`config.mk`:
```
export PLATFORM = sky130hd
export DESIGN_NAME = rtcai_top
export DESIGN_NICKNAME = d
export VERILOG_FILES = /design/src/hw/rtcai_cmp.v /design/src/hw/rtcai_top.v
export VERILOG_INCLUDE_DIRS = /design/src /design/src/hw
export SDC_FILE = /design/constraint.sdc
export NUM_CORES = 1
export LEC_CHECK = 0
export BUFFER_PORTS_ARGS = -buffer_cell sky130_fd_sc_hd__buf_4
export CAP_MARGIN = 20
export CORE_ASPECT_RATIO = 1.25
export CORE_MARGIN = 1
export CORE_UTILIZATION = 55
export DETAILED_ROUTE_END_ITERATION = 12
export PLACE_DENSITY = 0.84
export SKIP_LAST_GASP = 1
export SLEW_MARGIN = 20
export SYNTH_ARGS = -nofsm -noshare
export SYNTH_HDL_FRONTEND = slang
export SYNTH_SLANG_ARGS = --single-unit
```
`constraint.sdc`:
```
create_clock -name clk -period 5 [get_ports clk]
set_input_delay 0.5 -clock clk [delete_from_list [all_inputs] [get_ports clk]]
set_output_delay 0.5 -clock clk [all_outputs]
set_load 0.05 [all_outputs]
```
`src/hw/rtcai_consts.vh`:
```
`ifndef RTCAI_CONSTS_VH
`define RTCAI_CONSTS_VH

// timebase
`define RTCAI_OSC_HZ 32768
`define RTCAI_TICKS_PER_SEC 15'h7FFF
// alarm 1 pulse: 62.5 ms as 2048 timebase periods
`define RTCAI_PULSE_MS_X10 625
`define RTCAI_PULSE_TICKS 12'h7FF

// field limits (binary, 24-hour)
`define RTCAI_SEC_MAX 6'h3B
`define RTCAI_MIN_MAX 6'h3B
`define RTCAI_HOUR_MAX 5'h17
`define RTCAI_DOW_MAX 3'h7
`define RTCAI_DOW_MIN 3'h1
`define RTCAI_MONTH_MAX 4'hC
`define RTCAI_YEAR_MAX 7'h63

// mask field positions: {dow, hour, min, sec}
`define RTCAI_MSK_SEC 0
`define RTCAI_MSK_MIN 1
`define RTCAI_MSK_HOUR 2
`define RTCAI_MSK_DOW 3

// reset values (2000-01-01, saturday = 7)
`define RTCAI_RST_DATE 5'h01
`define RTCAI_RST_MONTH 4'h1
`define RTCAI_RST_YEAR 7'h00
`define RTCAI_RST_DOW 3'h7

`endif

```
`src/hw/rtcai_cmp.v`:
```
`timescale 1ns/1ps
`default_nettype none
`include "rtcai_consts.vh"

module rtcai_cmp (
  // clock and reset
  input wire clk,
  input wire srst,
  // running time
  input wire [5:0] sec,
  input wire [5:0] min,
  input wire [4:0] hour,
  input wire [2:0] dow,
  // alarm setting, mask bit set = don't care
  input wire [5:0] al_sec,
  input wire [5:0] al_min,
  input wire [4:0] al_hour,
  input wire [2:0] al_dow,
  input wire [3:0] al_mask,
  // result
  output reg match_q
);

  wire match_d;

  // programmable field combination
  assign match_d = (al_mask[`RTCAI_MSK_SEC] | (sec == al_sec)) &
                   (al_mask[`RTCAI_MSK_MIN] | (min == al_min)) &
                   (al_mask[`RTCAI_MSK_HOUR] | (hour == al_hour)) &
                   (al_mask[`RTCAI_MSK_DOW] | (dow == al_dow));

  always @(posedge clk) begin
    if (srst) begin
      match_q <= 1'b0;
    end else begin
      match_q <= match_d;
    end
  end

endmodule
`default_nettype wire

```
`src/hw/rtcai_top.v`:
```
// Behaviour
// - active-low interrupt asserted by alarm 0
// - held while alarm 0 flag and enable set
// - active-high interrupt asserted by alarm 1
// - alarm 1 gives one 62.5 ms pulse
// - pulse output low whenever inactive
// - alarm 1 pulses only on backup power
// - alarms compare masked sec/min/hour/day fields
// - counters advance seconds to year, leap years
// - timebase is 32.768 kHz oscillator input
`timescale 1ns/1ps
`default_nettype none
`include "rtcai_consts.vh"

module rtcai_top (
  // clock and reset
  input wire clk,
  input wire srst,
  // oscillator pins
  input wire osc_in,
  output reg osc_out,
  // supply state, high = running from backup supply or battery
  input wire backup_supply,
  // time load
  input wire time_load,
  input wire [5:0] load_sec,
  input wire [5:0] load_min,
  input wire [4:0] load_hour,
  input wire [2:0] load_dow,
  input wire [4:0] load_date,
  input wire [3:0] load_month,
  input wire [6:0] load_year,
  // alarm 0 setting
  input wire [5:0] al0_sec,
  input wire [5:0] al0_min,
  input wire [4:0] al0_hour,
  input wire [2:0] al0_dow,
  input wire [3:0] al0_mask,
  input wire al0_irq_en,
  input wire al0_flag_clr,
  // alarm 1 setting
  input wire [5:0] al1_sec,
  input wire [5:0] al1_min,
  input wire [4:0] al1_hour,
  input wire [2:0] al1_dow,
  input wire [3:0] al1_mask,
  input wire al1_irq_en,
  input wire al1_flag_clr,
  // interrupts
  output reg alarm0_irq_n,
  output reg alarm0_irq_oe_n,
  output reg alarm1_irq_pulse,
  // status and time
  output reg al0_flag_q,
  output reg al1_flag_q,
  output reg [5:0] sec_q,
  output reg [5:0] min_q,
  output reg [4:0] hour_q,
  output reg [2:0] dow_q,
  output reg [4:0] date_q,
  output reg [3:0] month_q,
  output reg [6:0] year_q
);

  reg osc_s1_q;
  reg osc_s2_q;
  reg osc_s3_q;
  reg bk_s1_q;
  reg bk_s2_q;
  reg tick_q;
  reg [14:0] pre_q;
  reg sec_tick_q;
  reg cmp_dly_q;
  reg cmp_tick_q;
  reg [11:0] pulse_cnt_q;
  wire m0;
  wire m1;
  wire al0_flag_d;
  wire al1_flag_d;
  wire [4:0] dim;

  // days in month, leap every fourth year through 2099
  function [4:0] days_in;
    input [3:0] mon;
    input [6:0] yr;
    begin
      case (mon)
        4'h2: days_in = (yr[1:0] == 2'h0) ? 5'h1D : 5'h1C;
        4'h4, 4'h6, 4'h9, 4'hB: days_in = 5'h1E;
        default: days_in = 5'h1F;
      endcase
    end
  endfunction

  assign dim = days_in(month_q, year_q);

  // oscillator sampling and timebase tick
  always @(posedge clk) begin
    if (srst) begin
      osc_s1_q <= 1'b0;
      osc_s2_q <= 1'b0;
      osc_s3_q <= 1'b0;
      bk_s1_q <= 1'b0;
      bk_s2_q <= 1'b0;
      tick_q <= 1'b0;
      osc_out <= 1'b1;
    end else begin
      osc_s1_q <= osc_in;
      osc_s2_q <= osc_s1_q;
      osc_s3_q <= osc_s2_q;
      bk_s1_q <= backup_supply;
      bk_s2_q <= bk_s1_q;
      tick_q <= osc_s2_q & ~osc_s3_q;
      osc_out <= ~osc_s2_q;
    end
  end

  // one-second prescaler
  always @(posedge clk) begin
    if (srst || time_load) begin
      pre_q <= 15'h0000;
      sec_tick_q <= 1'b0;
    end else begin
      sec_tick_q <= 1'b0;
      if (tick_q) begin
        if (pre_q == `RTCAI_TICKS_PER_SEC) begin
          pre_q <= 15'h0000;
          sec_tick_q <= 1'b1;
        end else begin
          pre_q <= pre_q + 15'h0001;
        end
      end
    end
  end

  // calendar counters
  always @(posedge clk) begin
    if (srst) begin
      sec_q <= 6'h00;
      min_q <= 6'h00;
      hour_q <= 5'h00;
      dow_q <= `RTCAI_RST_DOW;
      date_q <= `RTCAI_RST_DATE;
      month_q <= `RTCAI_RST_MONTH;
      year_q <= `RTCAI_RST_YEAR;
    end else if (time_load) begin
      sec_q <= load_sec;
      min_q <= load_min;
      hour_q <= load_hour;
      dow_q <= load_dow;
      date_q <= load_date;
      month_q <= load_month;
      year_q <= load_year;
    end else if (sec_tick_q) begin
      if (sec_q != `RTCAI_SEC_MAX) begin
        sec_q <= sec_q + 6'h01;
      end else begin
        sec_q <= 6'h00;
        if (min_q != `RTCAI_MIN_MAX) begin
          min_q <= min_q + 6'h01;
        end else begin
          min_q <= 6'h00;
          if (hour_q != `RTCAI_HOUR_MAX) begin
            hour_q <= hour_q + 5'h01;
          end else begin
            hour_q <= 5'h00;
            dow_q <= (dow_q == `RTCAI_DOW_MAX) ? `RTCAI_DOW_MIN : dow_q + 3'h1;
            if (date_q < dim) begin
              date_q <= date_q + 5'h01;
            end else begin
              date_q <= 5'h01;
              if (month_q != `RTCAI_MONTH_MAX) begin
                month_q <= month_q + 4'h1;
              end else begin
                month_q <= 4'h1;
                year_q <= (year_q == `RTCAI_YEAR_MAX) ? 7'h00 : year_q + 7'h01;
              end
            end
          end
        end
      end
    end
  end

  // alarm comparators
  rtcai_cmp u_cmp0 (
    .clk(clk),
    .srst(srst),
    .sec(sec_q),
    .min(min_q),
    .hour(hour_q),
    .dow(dow_q),
    .al_sec(al0_sec),
    .al_min(al0_min),
    .al_hour(al0_hour),
    .al_dow(al0_dow),
    .al_mask(al0_mask),
    .match_q(m0)
  );

  rtcai_cmp u_cmp1 (
    .clk(clk),
    .srst(srst),
    .sec(sec_q),
    .min(min_q),
    .hour(hour_q),
    .dow(dow_q),
    .al_sec(al1_sec),
    .al_min(al1_min),
    .al_hour(al1_hour),
    .al_dow(al1_dow),
    .al_mask(al1_mask),
    .match_q(m1)
  );

  // check matches once the new second has settled; set wins over clear
  assign al0_flag_d = (cmp_tick_q & m0) | (al0_flag_q & ~al0_flag_clr);
  assign al1_flag_d = (cmp_tick_q & m1) | (al1_flag_q & ~al1_flag_clr);

  always @(posedge clk) begin
    if (srst) begin
      cmp_dly_q <= 1'b0;
      cmp_tick_q <= 1'b0;
      al0_flag_q <= 1'b0;
      al1_flag_q <= 1'b0;
      alarm0_irq_n <= 1'b1;
      alarm0_irq_oe_n <= 1'b1;
    end else begin
      // wait for counter update, then comparator register
      cmp_dly_q <= sec_tick_q;
      cmp_tick_q <= cmp_dly_q;
      al0_flag_q <= al0_flag_d;
      al1_flag_q <= al1_flag_d;
      alarm0_irq_n <= ~(al0_flag_d & al0_irq_en);
      alarm0_irq_oe_n <= ~(al0_flag_d & al0_irq_en);
    end
  end

  // alarm 1 pulse generator
  always @(posedge clk) begin
    if (srst) begin
      pulse_cnt_q <= 12'h000;
      alarm1_irq_pulse <= 1'b0;
    end else if (alarm1_irq_pulse) begin
      if (tick_q) begin
        if (pulse_cnt_q == `RTCAI_PULSE_TICKS) begin
          alarm1_irq_pulse <= 1'b0;
          pulse_cnt_q <= 12'h000;
        end else begin
          pulse_cnt_q <= pulse_cnt_q + 12'h001;
        end
      end
    end else if (cmp_tick_q && m1 && al1_irq_en && bk_s2_q) begin
      alarm1_irq_pulse <= 1'b1;
      pulse_cnt_q <= 12'h000;
    end
  end

endmodule
`default_nettype wire

```
==> key figures, run 1 <==
Setup path
  – R2r setup slk: 2.09 ns
  – CP Capture Type: flop
  – Required time worst endpoint: between 5 and 6 ns
  – Nature of the critical path startpoint: flop
  – Critical path data arrival time: 3.14 ns
  – Crit path to: month_q[2]
  – Worst Path Max Fanout: 16
  – CP Launch Point: min_q[0]
  – Critical path class: reg2reg
  – Reg2reg path depth: 6
  – Reg2reg start: min_q[0]
  – Worst r2r dst: month_q[2]

Finish
  – Number of diodes: 0
  – Share of layout cells above drive strength 1: 24.89%
  – Final design utilization: a little over 70%
  – Area Growth Syn to Fin: 25.62%
  – Final net count: 774

Placed design
  – Placed wire-length estimate: 8.949 mm
  – Routability cong.: 0.8913
  – Buffers on Ports: about 130

Power and ir drop
  – Switching power: approximately 440 uW
  – Seq pwr share: 48.4%
  – Comb power frac: 19.9%
  – Clk pwr share: 31.7%
  – Worst VDD drop: 174.6 uV
  – Leakage: 0.002318 uW
  – Cell Pwr Density: 246.0 nW/um2
  – Switching Share: about a third
  – Int Power: ~960 uW

Yosys
  – Syn Area/Cell: 8.231 um2
  – Yosys cell types: 68
  – Top cells by area, synth: dfxtp_1 35%, xnor2_1 7.3%, nor2_1 5.0%
  – Count leader, synth: dfxtp_1
  – #FFs+latches synth: 79
  – Post-synth EDFFs: 0
  – Top-area cell type share of the netlist area: 34.74%
  – Syn Inst Count: 553
  – Syn Nets: 661
  – Post-synth ARST share: 0%
  – Commonest cells post-synth: 79 x dfxtp_1, 61 x nor2_1, 47 x nand2_1
  – Cell Area, Synth: 4552 um2
  – Main synth FF type: dfxtp_1
  – Seq/Total Area, Yosys: 34.74%
  – Synth warn: 0
  – Largest area contributor in the netlist: dfxtp_1

Detailed routing
  – Via-per-instance ratio: 5.962
  – Antenna Nets Post-Route: 0
  – WL per Instance: about 15 um
  – DRT iter0 DRCs: 235
  – Drt first pass iters: 5
  – DRC viols: 0
  – Total wire length: approximately 12 mm
  – Routed via count: around 4600

CTS
  – Hold buffer count at CTS: 0
  – Post-CTS Setup Bufs: 0
  – Root Buffer Master: clkbuf_8
  – Insertion delay to the later sink of the worst-skew pair: 0.35 ns
  – Longest Clk Path Bufs: 2
  – Worst-path clk slew: 0.09 ns
  – Clk sink count: approximately 80
  – CTS resizes: 0
  – Total CTS buffers: 9
  – H-tree lvl count: 3
  – CTS tree: done

GRT
  – Vias in the first global route: 4472
  – Congestion Overflow GR: 0
  – Largest net degree at the start of global routing: 66
  – Initial antenna violation count: 0
  – Tot GR Track Use: 27.06%
  – First-pass GRT wire length: 19.41 mm

Timing
  – Total negative slack: 0 ns
  – Actual slew at the worst max-slew pin: a little over 0.9 ns
  – Period minus WS final: 2.913 ns
  – RSZ-0062 raised after global routing: no
  – Setup violators final: 0
  – Final Hold Vio Count: 0
  – Setup Skew: between 0.01 and 0.015 ns
  – Fmax: approximately 340 MHz
  – Period utilization: between 50% and 60%
  – Pins Over Slew Limit: 0
  – Rel. slew slack: 38.38%

Floorplan
  – I/O pin cnt: 135
  – Die width: 83.37 um
  – # rows: 36
  – Core Area: approximately 8000 um2
  – Starting density of the core: 57.42%
  – Die area: between 8000 and 9000 um2
  – Die height: just over 100 um

Worst hold path
  – Min-Delay Path Class: in2reg

Run
  – Max Cap Viol: 0

Run status
  – Status: completed
==> sequential cells by signal, indices dropped and copies added (netlist names), 3 cells and up <==
signal and count:
pre_q 15, year_q 7, hour_q 5, sec_q 6
pulse_cnt_q 12, dow_q 3, min_q 6, date_q 5
month_q 4
==> critical path: stages (launching register included) <==
cell       delay, ns
dfxtp_1         0.45
ha_1            0.31
nand3b_4        0.11
o41ai_2         0.81
nand2b_1        0.53
a2111oi_0       0.49
nor3_1          0.09
==> cells in the final DEF (no fill, tap or decap), drive strengths merged, types with 3 or more instances in the layout <==
| cell type | instances |
|---|---|
| o211ai | 3 |
| xnor2 | 38 |
| dfxtp | 79 |
| nand2 | 47 |
| a21oi | 36 |
| o21ai | 20 |
| o22ai | 5 |
| nand4 | 9 |
| a31oi | 10 |
| o31ai | 7 |
| xor2 | 21 |
| clkbuf | 9 |
| nor3 | 23 |
| o311ai | 4 |
| nor4 | 7 |
| a22o | 6 |
| a211oi | 8 |
| mux2i | 4 |
| nand2b | 9 |
| a22oi | 6 |
| nand3 | 24 |
| o41ai | 3 |
| buf | 135 |
| and3 | 9 |
| nor3b | 4 |
| and2 | 3 |
| ha | 15 |
| nor2 | 62 |
| nor2b | 12 |
| inv | 17 |
==> per-layer routing <==
layer / global-route usage, % / share of wire [%] / wire length [um]
met4: 10.10 / 1.9 / 227
met2: 50.59 / 54 / 6343
met3: 4.143 / 5.5 / 645
met5: 0 / 0 / 0
met1: 30.49 / 39 / 4571
==> metrics by stage <==
| stage | hold WS, ns | cells | instance area (um2) | total power [uW] | worst slack, ns |
|---|---|---|---|---|---|
| 2_1_floorplan | 0.3672 | 553 | 4552 | 863.6 | 2.368 |
| 4_1_cts | 0.2887 | 766 | 5707 | 1411 | 2.076 |
| 3_5_place_dp | 0.3841 | 750 | 5524 | 973.4 | 2.054 |
| 6_report | 0.3018 | 766 | 5718 | 1407 | 2.087 |
| 3_3_place_gp | 0.3819 | 750 | 5524 | 966.2 | 2.126 |
| 5_1_grt | 0.2978 | 766 | 5718 | 1463 | 1.826 |
==> power by group through the flow <==
stage	sequential, uW	combinational, uW	clock (uW)
floorplan	735	128	0
global placement	694	272	0
finish	681	279	446
detailed placement	695	278	0
CTS	681	279	452
global route	686	299	478
==> how the worst min path moves through the flow <==
stage          startpoint               to  slack (ns)  cells after the start
2_1_floorplan    osc_s3_q           tick_q        0.37                      1
3_3_place_gp     osc_s3_q           tick_q        0.38                      1
3_5_place_dp     osc_s3_q           tick_q        0.38                      1
4_1_cts        al0_irq_en  alarm0_irq_oe_n        0.29                      2
5_1_grt        al0_irq_en  alarm0_irq_oe_n        0.30                      2
6_report       al0_irq_en  alarm0_irq_oe_n        0.30                      2
==> logic make-up after synthesis <==
family | Yosys count | synth area share [%]
DFF | 79 | 34.74
buffers and inverters | 45 | 4.508
adders and majority gates | 15 | 4.123
AOI/OAI and AO/OA | 130 | 19.43
muxes | 6 | 1.374
and+or+nand+nor | 219 | 24.46
xor gates and xnor gates | 59 | 11.35
==> cell type report <==
class,instances,area [um2]
Tap cell,95,118.9
Sequential cell,79,1582
Fill cell,649,2210
Multi-Input combinational cell,429,2776
Clock buffer,9,123.9
Clock inverter,7,58.81
Inverter,12,45.04
Timing Repair Buffer,135,1013
Note: power is estimated with default switching activity, not from simulation.
==> run 2: changes to the inputs <==
CORE_UTILIZATION = 52   (was 55)
PLACE_DENSITY = 0.8   (was 0.84)
clock period = 2.8 ns   (was 5 ns; I/O delays follow)
==> run 2 against run 1 <==
Against the previous run:
- via count is 0.37% lower
- design area increased by 1.7%
- power rose by 83%
- first-iteration DRC count is 7.2% lower
- fmax rose by 22%
- combinational power up 81%
- critical path depth rose by 3
- sequential power rose by 79%
- non-clock buffer count rose by 9
- hold slack got worse by 0.23 ns
- setup slack worse by 1.7 ns
- critical path type unchanged
- critical endpoint unchanged
==> key figures, run 2 (same netlist as run 1, synthesis figures left out) <==
CTS
  – Worst-path clk slew: 0.09 ns (about the same)
  – H-tree lvl count: 3 (unchanged)
  – Clk sink count: 79 (unchanged)
  – Insertion delay to the later sink of the worst-skew pair: 0.36 ns (about the same)
  – CTS resizes: 0 (unchanged)
  – CTS tree: done
  – Total CTS buffers: 9 (unchanged)
  – Hold buffer count at CTS: 0 (unchanged)
  – Longest Clk Path Bufs: 2 (unchanged)
  – Root Buffer Master: clkbuf_8
  – Post-CTS Setup Bufs: 0 (unchanged)

Finish
  – Max reg flops: 15 (unchanged)
  – # fillers: 714 (+10%)
  – Cell area after layout: 5816 um2 (+1.7%)
  – Highest-count cells in the layout ignoring fill and taps: 144 x buf_4, 79 x dfxtp_1, 61 x nor2_1
  – Fin cells: 797 (+4.0%)
  – Final net count: 783 (+1.2%)
  – Number of diodes: 0 (unchanged)
  – Share of layout cells above drive strength 1: 25.44% (+0.55 points)
  – Top flop regs: pre_q: 15 flops, pulse_cnt_q: 12 flops, year_q: 7 flops
  – Area Growth Syn to Fin: 27.76%
  – Biggest register: pre_q
  – Commonest non-fill, non-tap cell in the layout: buf_4

Setup path
  – Required time worst endpoint: 3.03 ns (-2.19 ns)
  – CP max stage delay: 0.41 ns (-0.40 ns)
  – Worst Path Max Fanout: 10 (-6)
  – Nature of the critical path startpoint: flop
  – Worst path bufs/invs: 1 (+1)
  – CP Capture Type: flop
  – CP dominant cell by count: ha_1
  – Critical path data arrival time: 2.62 ns (-0.52 ns)
  – Critical path class: reg2reg
  – Crit-path slowest cell: a2111oi_0
  – Cell family with most CP delay: compound AO/OA/AOI/OAI gates
  – Crit path cell chain: inv_1 -> ha_1 -> nor3b_1 -> ha_1 -> o2111a_1 -> nor2_1 -> a31o_2 -> a2111oi_0 -> nor3_1

GRT
  – Vias in the first global route: 4575 (+2.3%)
  – Largest net degree at the start of global routing: 50 (-24%)
  – Tot GR Track Use: 27.32% (+0.26 points)
  – Initial antenna violation count: 0 (unchanged)
  – Congestion Overflow GR: 0 (unchanged)
  – First-pass GRT wire length: 20.00 mm (+3.0%)

Floorplan
  – Die height: 106.6 um (+2.8%)
  – Die width: 85.69 um (+2.8%)
  – Die area: 9134 um2 (+5.6%)
  – Core Area: 8379 um2 (+5.7%)
  – Starting density of the core: 54.32% (-3.1 points)
  – # rows: 37 (+2.8%)
  – I/O pin cnt: 135 (unchanged)

Timing
  – Period minus WS final: 2.387 ns (-0.5256 ns)
  – Actual slew at the worst max-slew pin: 0.5872 ns (-0.3271 ns)
  – Pins Over Slew Limit: 0 (unchanged)
  – Final Hold Vio Count: 0 (unchanged)
  – RSZ-0062 raised after global routing: no
  – Total negative slack: 0 ns (unchanged)
  – Fmax: 418.9 MHz (+22%)
  – Hold slack: 0.07640 ns (-0.2254 ns)
  – Rel. slew slack: 60.49% (+22 points)
  – Period utilization: 85.25% (+27 points)
  – Setup Skew: 0.01196 ns (-0.0002699 ns)
  – Setup violators final: 0 (unchanged)

Power and ir drop
  – Leakage: 0.002371 uW (+2.3%)
  – Cell Pwr Density: 442.3 nW/um2 (+80%)
  – Worst VDD drop: 289.6 uV (+66%)

Detailed routing
  – DRT iter0 DRCs: 218 (-7.2%)
  – Total wire length: 12.04 mm (+2.1%)
  – Routed via count: 4550 (-0.37%)
  – Via-per-instance ratio: 5.709 (-4.2%)
  – WL per Instance: 15.11 um (-1.8%)
  – Antenna Nets Post-Route: 0 (unchanged)
  – Drt first pass iters: 4 (-1)
  – DRC viols: 0 (unchanged)

Placed design
  – Cell total after placement: 781 (+4.1%)
  – Buffers on Ports: 134 (unchanged)
  – Routability cong.: 0.8446 (-5.2%)
  – Placed wire-length estimate: 8.998 mm (+0.54%)
  – DP Area: 5619 um2 (+1.7%)

Run
  – Max Cap Viol: 0 (unchanged)

Worst hold path
  – Min-Delay Path Class: in2reg

Run status
  – Status: completed
-- run 2: cell type report --
type,instances,area [um2],area share [%]
clock buffers,10,127.6,2.194
clock inverters,6,68.82,1.183
inverters,12,45.04,0.7745
multi-input cells,429,2765,47.55
flip-flops and latches,79,1582,27.19
well taps,117,146.4,2.517
repair buffers,144,1081,18.59
-- run 2: final timing paths --
check | from | to | slack [ns] | cells after the start
setup / recovery | month_q[0] | month_q[2] | 0.41 | 9
hold / removal | al0_irq_en | alarm0_irq_oe_n | 0.08 | 2
setup reg to reg | month_q[0] | month_q[2] | 0.41 | 9
hold reg to reg | osc_s3_q | tick_q | 0.39 | 1
-- run 2: per-layer routing --
layer  part of all wire (%)  track usage [%]  routed length [um]  vias to the layer above
met5                      0                0                   0                        -
met4                    3.1            14.17                 371                        0
met3                    4.9            4.080                 588                       32
met2                     52            51.03                6295                      158
met1                     40            29.38                4783                     2117
li1                       -                -                   -                     2243
-- run 2: where the power goes --
group	switching [uW]	internal [uW]	leakage, uW
Combinational	274	231	0.00163
Sequential	61.9	1160	0.000643
Clock	434	417	0.0000968
Total	769	1800	0.00237
-- run 2: through the flow --
stage / setup WS [ns] / power, uW / utilization [%]
3_3_place_gp: 0.5586 / 1732 / 67.06
2_1_floorplan: 0.1678 / 1542 / -
6_report: 0.4129 / 2572 / 69.40
3_5_place_dp: 0.4780 / 1746 / 67.06
5_1_grt: 0.1903 / 2678 / 69.40
4_1_cts: 0.4455 / 2584 / 69.40
==> run 3: changes to the inputs <==
ABC_AREA = 1   (was not set)
==> run 3 against run 2 <==
Against the previous run:
- final cell count increased by 15%
- count of clock-buffer cells in the layout increased by 2
- hold slack improved by 0.0023 ns
- synthesized cell count increased by 21%
- sequential share of layout area decreased by 0.30 points
- synthesized area increased by 1.6%
- highest routed layer unchanged
- clock skew decreased by 0.0046 ns
- via count increased by 7.1%
==> key figures, run 3 <==
Floorplan
  – Die area: 9274 um2 (+1.5%)
  – Die width: 86.34 um (+0.76%)
  – Core Area: 8653 um2 (+3.3%)
  – I/O pin cnt: 135 (unchanged)
  – Starting density of the core: 53.43% (-0.90 points)
  – # rows: 38 (+2.7%)
  – Die height: 107.4 um (+0.76%)

Setup path
  – Worst r2r dst: year_q[2]
  – CP Launch Point: month_q[0]
  – Nature of the critical path startpoint: flop
  – R2r setup slk: 0.81 ns (+0.40 ns)
  – Required time worst endpoint: 3.06 ns (+0.03 ns)
  – Critical path class: reg2reg
  – Worst Path Max Fanout: 14 (+4)
  – Critical path data arrival time: 2.25 ns (-0.37 ns)
  – Reg2reg start: month_q[0]
  – Reg2reg path depth: 12 (+3)
  – CP Capture Type: flop

Yosys
  – Largest area contributor in the netlist: dfxtp_1
  – Post-synth ARST share: 0% (unchanged)
  – Top cells by area, synth: dfxtp_1 34%, nand2_1 11%, nor2_1 6.8%
  – Syn Nets: 777 (+18%)
  – Syn Inst Count: 669 (+21%)
  – Seq/Total Area, Yosys: 34.21% (-0.54 points)
  – Yosys cell types: 40 (-41%)
  – Commonest cells post-synth: 130 x nand2_1, 84 x nor2_1, 79 x dfxtp_1
  – Post-synth EDFFs: 0 (unchanged)
  – #FFs+latches synth: 79 (unchanged)
  – Synth warn: 0 (unchanged)
  – Count leader, synth: nand2_1
  – Top-area cell type share of the netlist area: 34.21% (-0.54 points)
  – Cell Area, Synth: 4623 um2 (+1.6%)
  – Syn Area/Cell: 6.911 um2 (-16%)
  – Main synth FF type: dfxtp_1

Detailed routing
  – Drt first pass iters: 4 (unchanged)
  – Antenna Nets Post-Route: 0 (unchanged)
  – Routed via count: 4874 (+7.1%)
  – Top Layer Used: met4
  – WL per Instance: 13.78 um (-8.8%)
  – DRC viols: 0 (unchanged)
  – Met3 wire length: 953 um (+62%)
  – DRT iter0 DRCs: 266 (+22%)
  – Total wire length: 12.68 mm (+5.3%)
  – Met2 WL post-DR: 6.431 mm (+2.2%)
  – M1 WL: 4.974 mm (+4.0%)
  – Via-per-instance ratio: 5.298 (-7.2%)

Timing
  – Actual slew at the worst max-slew pin: 0.7361 ns (+0.1489 ns)
  – RSZ-0062 raised after global routing: no
  – Hold slack: 0.07865 ns (+0.002256 ns)
  – Pins Over Slew Limit: 0 (unchanged)
  – Rel. slew slack: 50.75% (-9.7 points)
  – Setup violators final: 0 (unchanged)
  – Total negative slack: 0 ns (unchanged)
  – Period minus WS final: 1.990 ns (-0.3976 ns)
  – Setup Skew: 0.007327 ns (-0.004633 ns)
  – Final Hold Vio Count: 0 (unchanged)
  – Period utilization: 71.06% (-14 points)
  – Fmax: 502.6 MHz (+20%)

GRT
  – First-pass GRT wire length: 20.55 mm (+2.8%)
  – Tot GR Track Use: 28.24% (+0.92 points)
  – Initial antenna violation count: 0 (unchanged)
  – Vias in the first global route: 4656 (+1.8%)
  – Congestion Overflow GR: 0 (unchanged)
  – Largest net degree at the start of global routing: 32 (-36%)

CTS
  – Post-CTS Setup Bufs: 0 (unchanged)
  – Hold buffer count at CTS: 0 (unchanged)
  – Insertion delay to the later sink of the worst-skew pair: 0.36 ns (about the same)
  – Longest Clk Path Bufs: 2 (unchanged)
  – CTS tree: done
  – Worst-path clk slew: 0.08 ns (about the same)
  – Clk sink count: 79 (unchanged)
  – CTS resizes: 0 (unchanged)
  – Root Buffer Master: clkbuf_8
  – Total CTS buffers: 9 (unchanged)
  – H-tree lvl count: 3 (unchanged)

Power and ir drop
  – Cell Pwr Density: 417.5 nW/um2 (-5.6%)
  – Comb power frac: 17.1% (-2.5 points)
  – Leakage: 0.002696 uW (+14%)
  – Int Power: 1768 uW (-1.9%)
  – Seq pwr share: 48.5% (+1.2 points)
  – Worst VDD drop: 270.5 uV (-6.6%)
  – Clk pwr share: 34.4% (+1.3 points)
  – Overall power: 2455 uW (-4.5%)
  – Switching Share: 27.97% (-1.9 points)
  – Switching power: 686.9 uW (-11%)

Run status
  – Status: completed

Placed design
  – Placed wire-length estimate: 9.733 mm (+8.2%)
  – Routability cong.: 0.8769 (+3.8%)
  – DP Area: 5690 um2 (+1.3%)
  – Cell total after placement: 904 (+16%)
  – Buffers on Ports: 134 (unchanged)

Worst hold path
  – Hold Crit Depth: 2 (unchanged)
  – Hold wc startpoint: al0_irq_en
  – Min-Delay Path Class: in2reg
  – Destination of the worst hold path: alarm0_irq_oe_n

Finish
  – Area Growth Syn to Fin: 27.20%
  – Top flop regs: pre_q: 15 flops, pulse_cnt_q: 12 flops, year_q: 7 flops
  – Share of layout cells above drive strength 1: 21.13% (-4.3 points)
  – Fin cells: 920 (+15%)
  – Cell area after layout: 5881 um2 (+1.1%)
  – Final net count: 903 (+15%)
  – Biggest register: pre_q
  – Number of diodes: 0 (unchanged)
  – Commonest non-fill, non-tap cell in the layout: buf_4
  – Max reg flops: 15 (unchanged)
  – Highest-count cells in the layout ignoring fill and taps: 137 x buf_4, 130 x nand2_1, 84 x nor2_1

Run
  – Max Cap Viol: 0 (unchanged)
## run 3: critical path, stage by stage (launching register included)
cell and delay (ns):
dfxtp_1 0.44, inv_1 0.10, ha_1 0.23, inv_1 0.06, nor2_1 0.05, ha_1 0.26, nand2_1 0.05, nor2_1 0.08
nand2_1 0.07, nand2_2 0.15, nand3_4 0.19, nor2_1 0.16, nor2_1 0.06
## run 3: metal layers
metal | track usage [%] | vias up
met5 | 0 | -
met4 | 12.50 | 0
met3 | 5.445 | 31
met2 | 52.15 | 183
met1 | 30.85 | 2238
li1 | - | 2422
## run 3: final cells by class
class | count | area, um2
clock buffers | 12 | 145.1
clock inverters | 4 | 45.04
fillers | 798 | 2773
inverters | 79 | 296.5
multi-input cells | 489 | 2634
flip-flops and latches | 79 | 1582
well taps | 120 | 150.1
repair buffers | 137 | 1028
## run 3: metrics by stage
stage	worst slack, ns	utilization, %
after floorplan	0.5924	-
after CTS	0.8063	67.96
after global routing	0.5982	67.96
after global placement	0.9199	65.76
final	0.8105	67.96
after detailed placement	0.8184	65.76
## run 3: power groups by stage
stage	registers, uW	clock network [uW]	logic [uW]
2_1_floorplan	1270	0	181
3_3_place_gp	1220	0	411
3_5_place_dp	1220	0	419
4_1_cts	1190	852	421
5_1_grt	1200	903	458
6_report	1190	844	420
## run 3: worst max path at each step
stage | end | slack [ns] | cells past startpoint
final | year_q[2] | 0.81 | 12
after global routing | year_q[1] | 0.60 | 13
after CTS | year_q[1] | 0.81 | 13
after detailed placement | year_q[2] | 0.82 | 12
after global placement | date_q[0] | 0.92 | 9
after floorplan | year_q[5] | 0.59 | 13
## run 3: cells by family after synthesis
logic type,Yosys count,share of synthesized area (%)
adders and majority gates,15,4.060
DFF,79,34.21
and+or+nand+nor,294,27.66
muxes,1,0.2165
buffers and inverters,101,8.822
xor gates and xnor gates,56,10.61
AOI/OAI and AO/OA,123,14.43
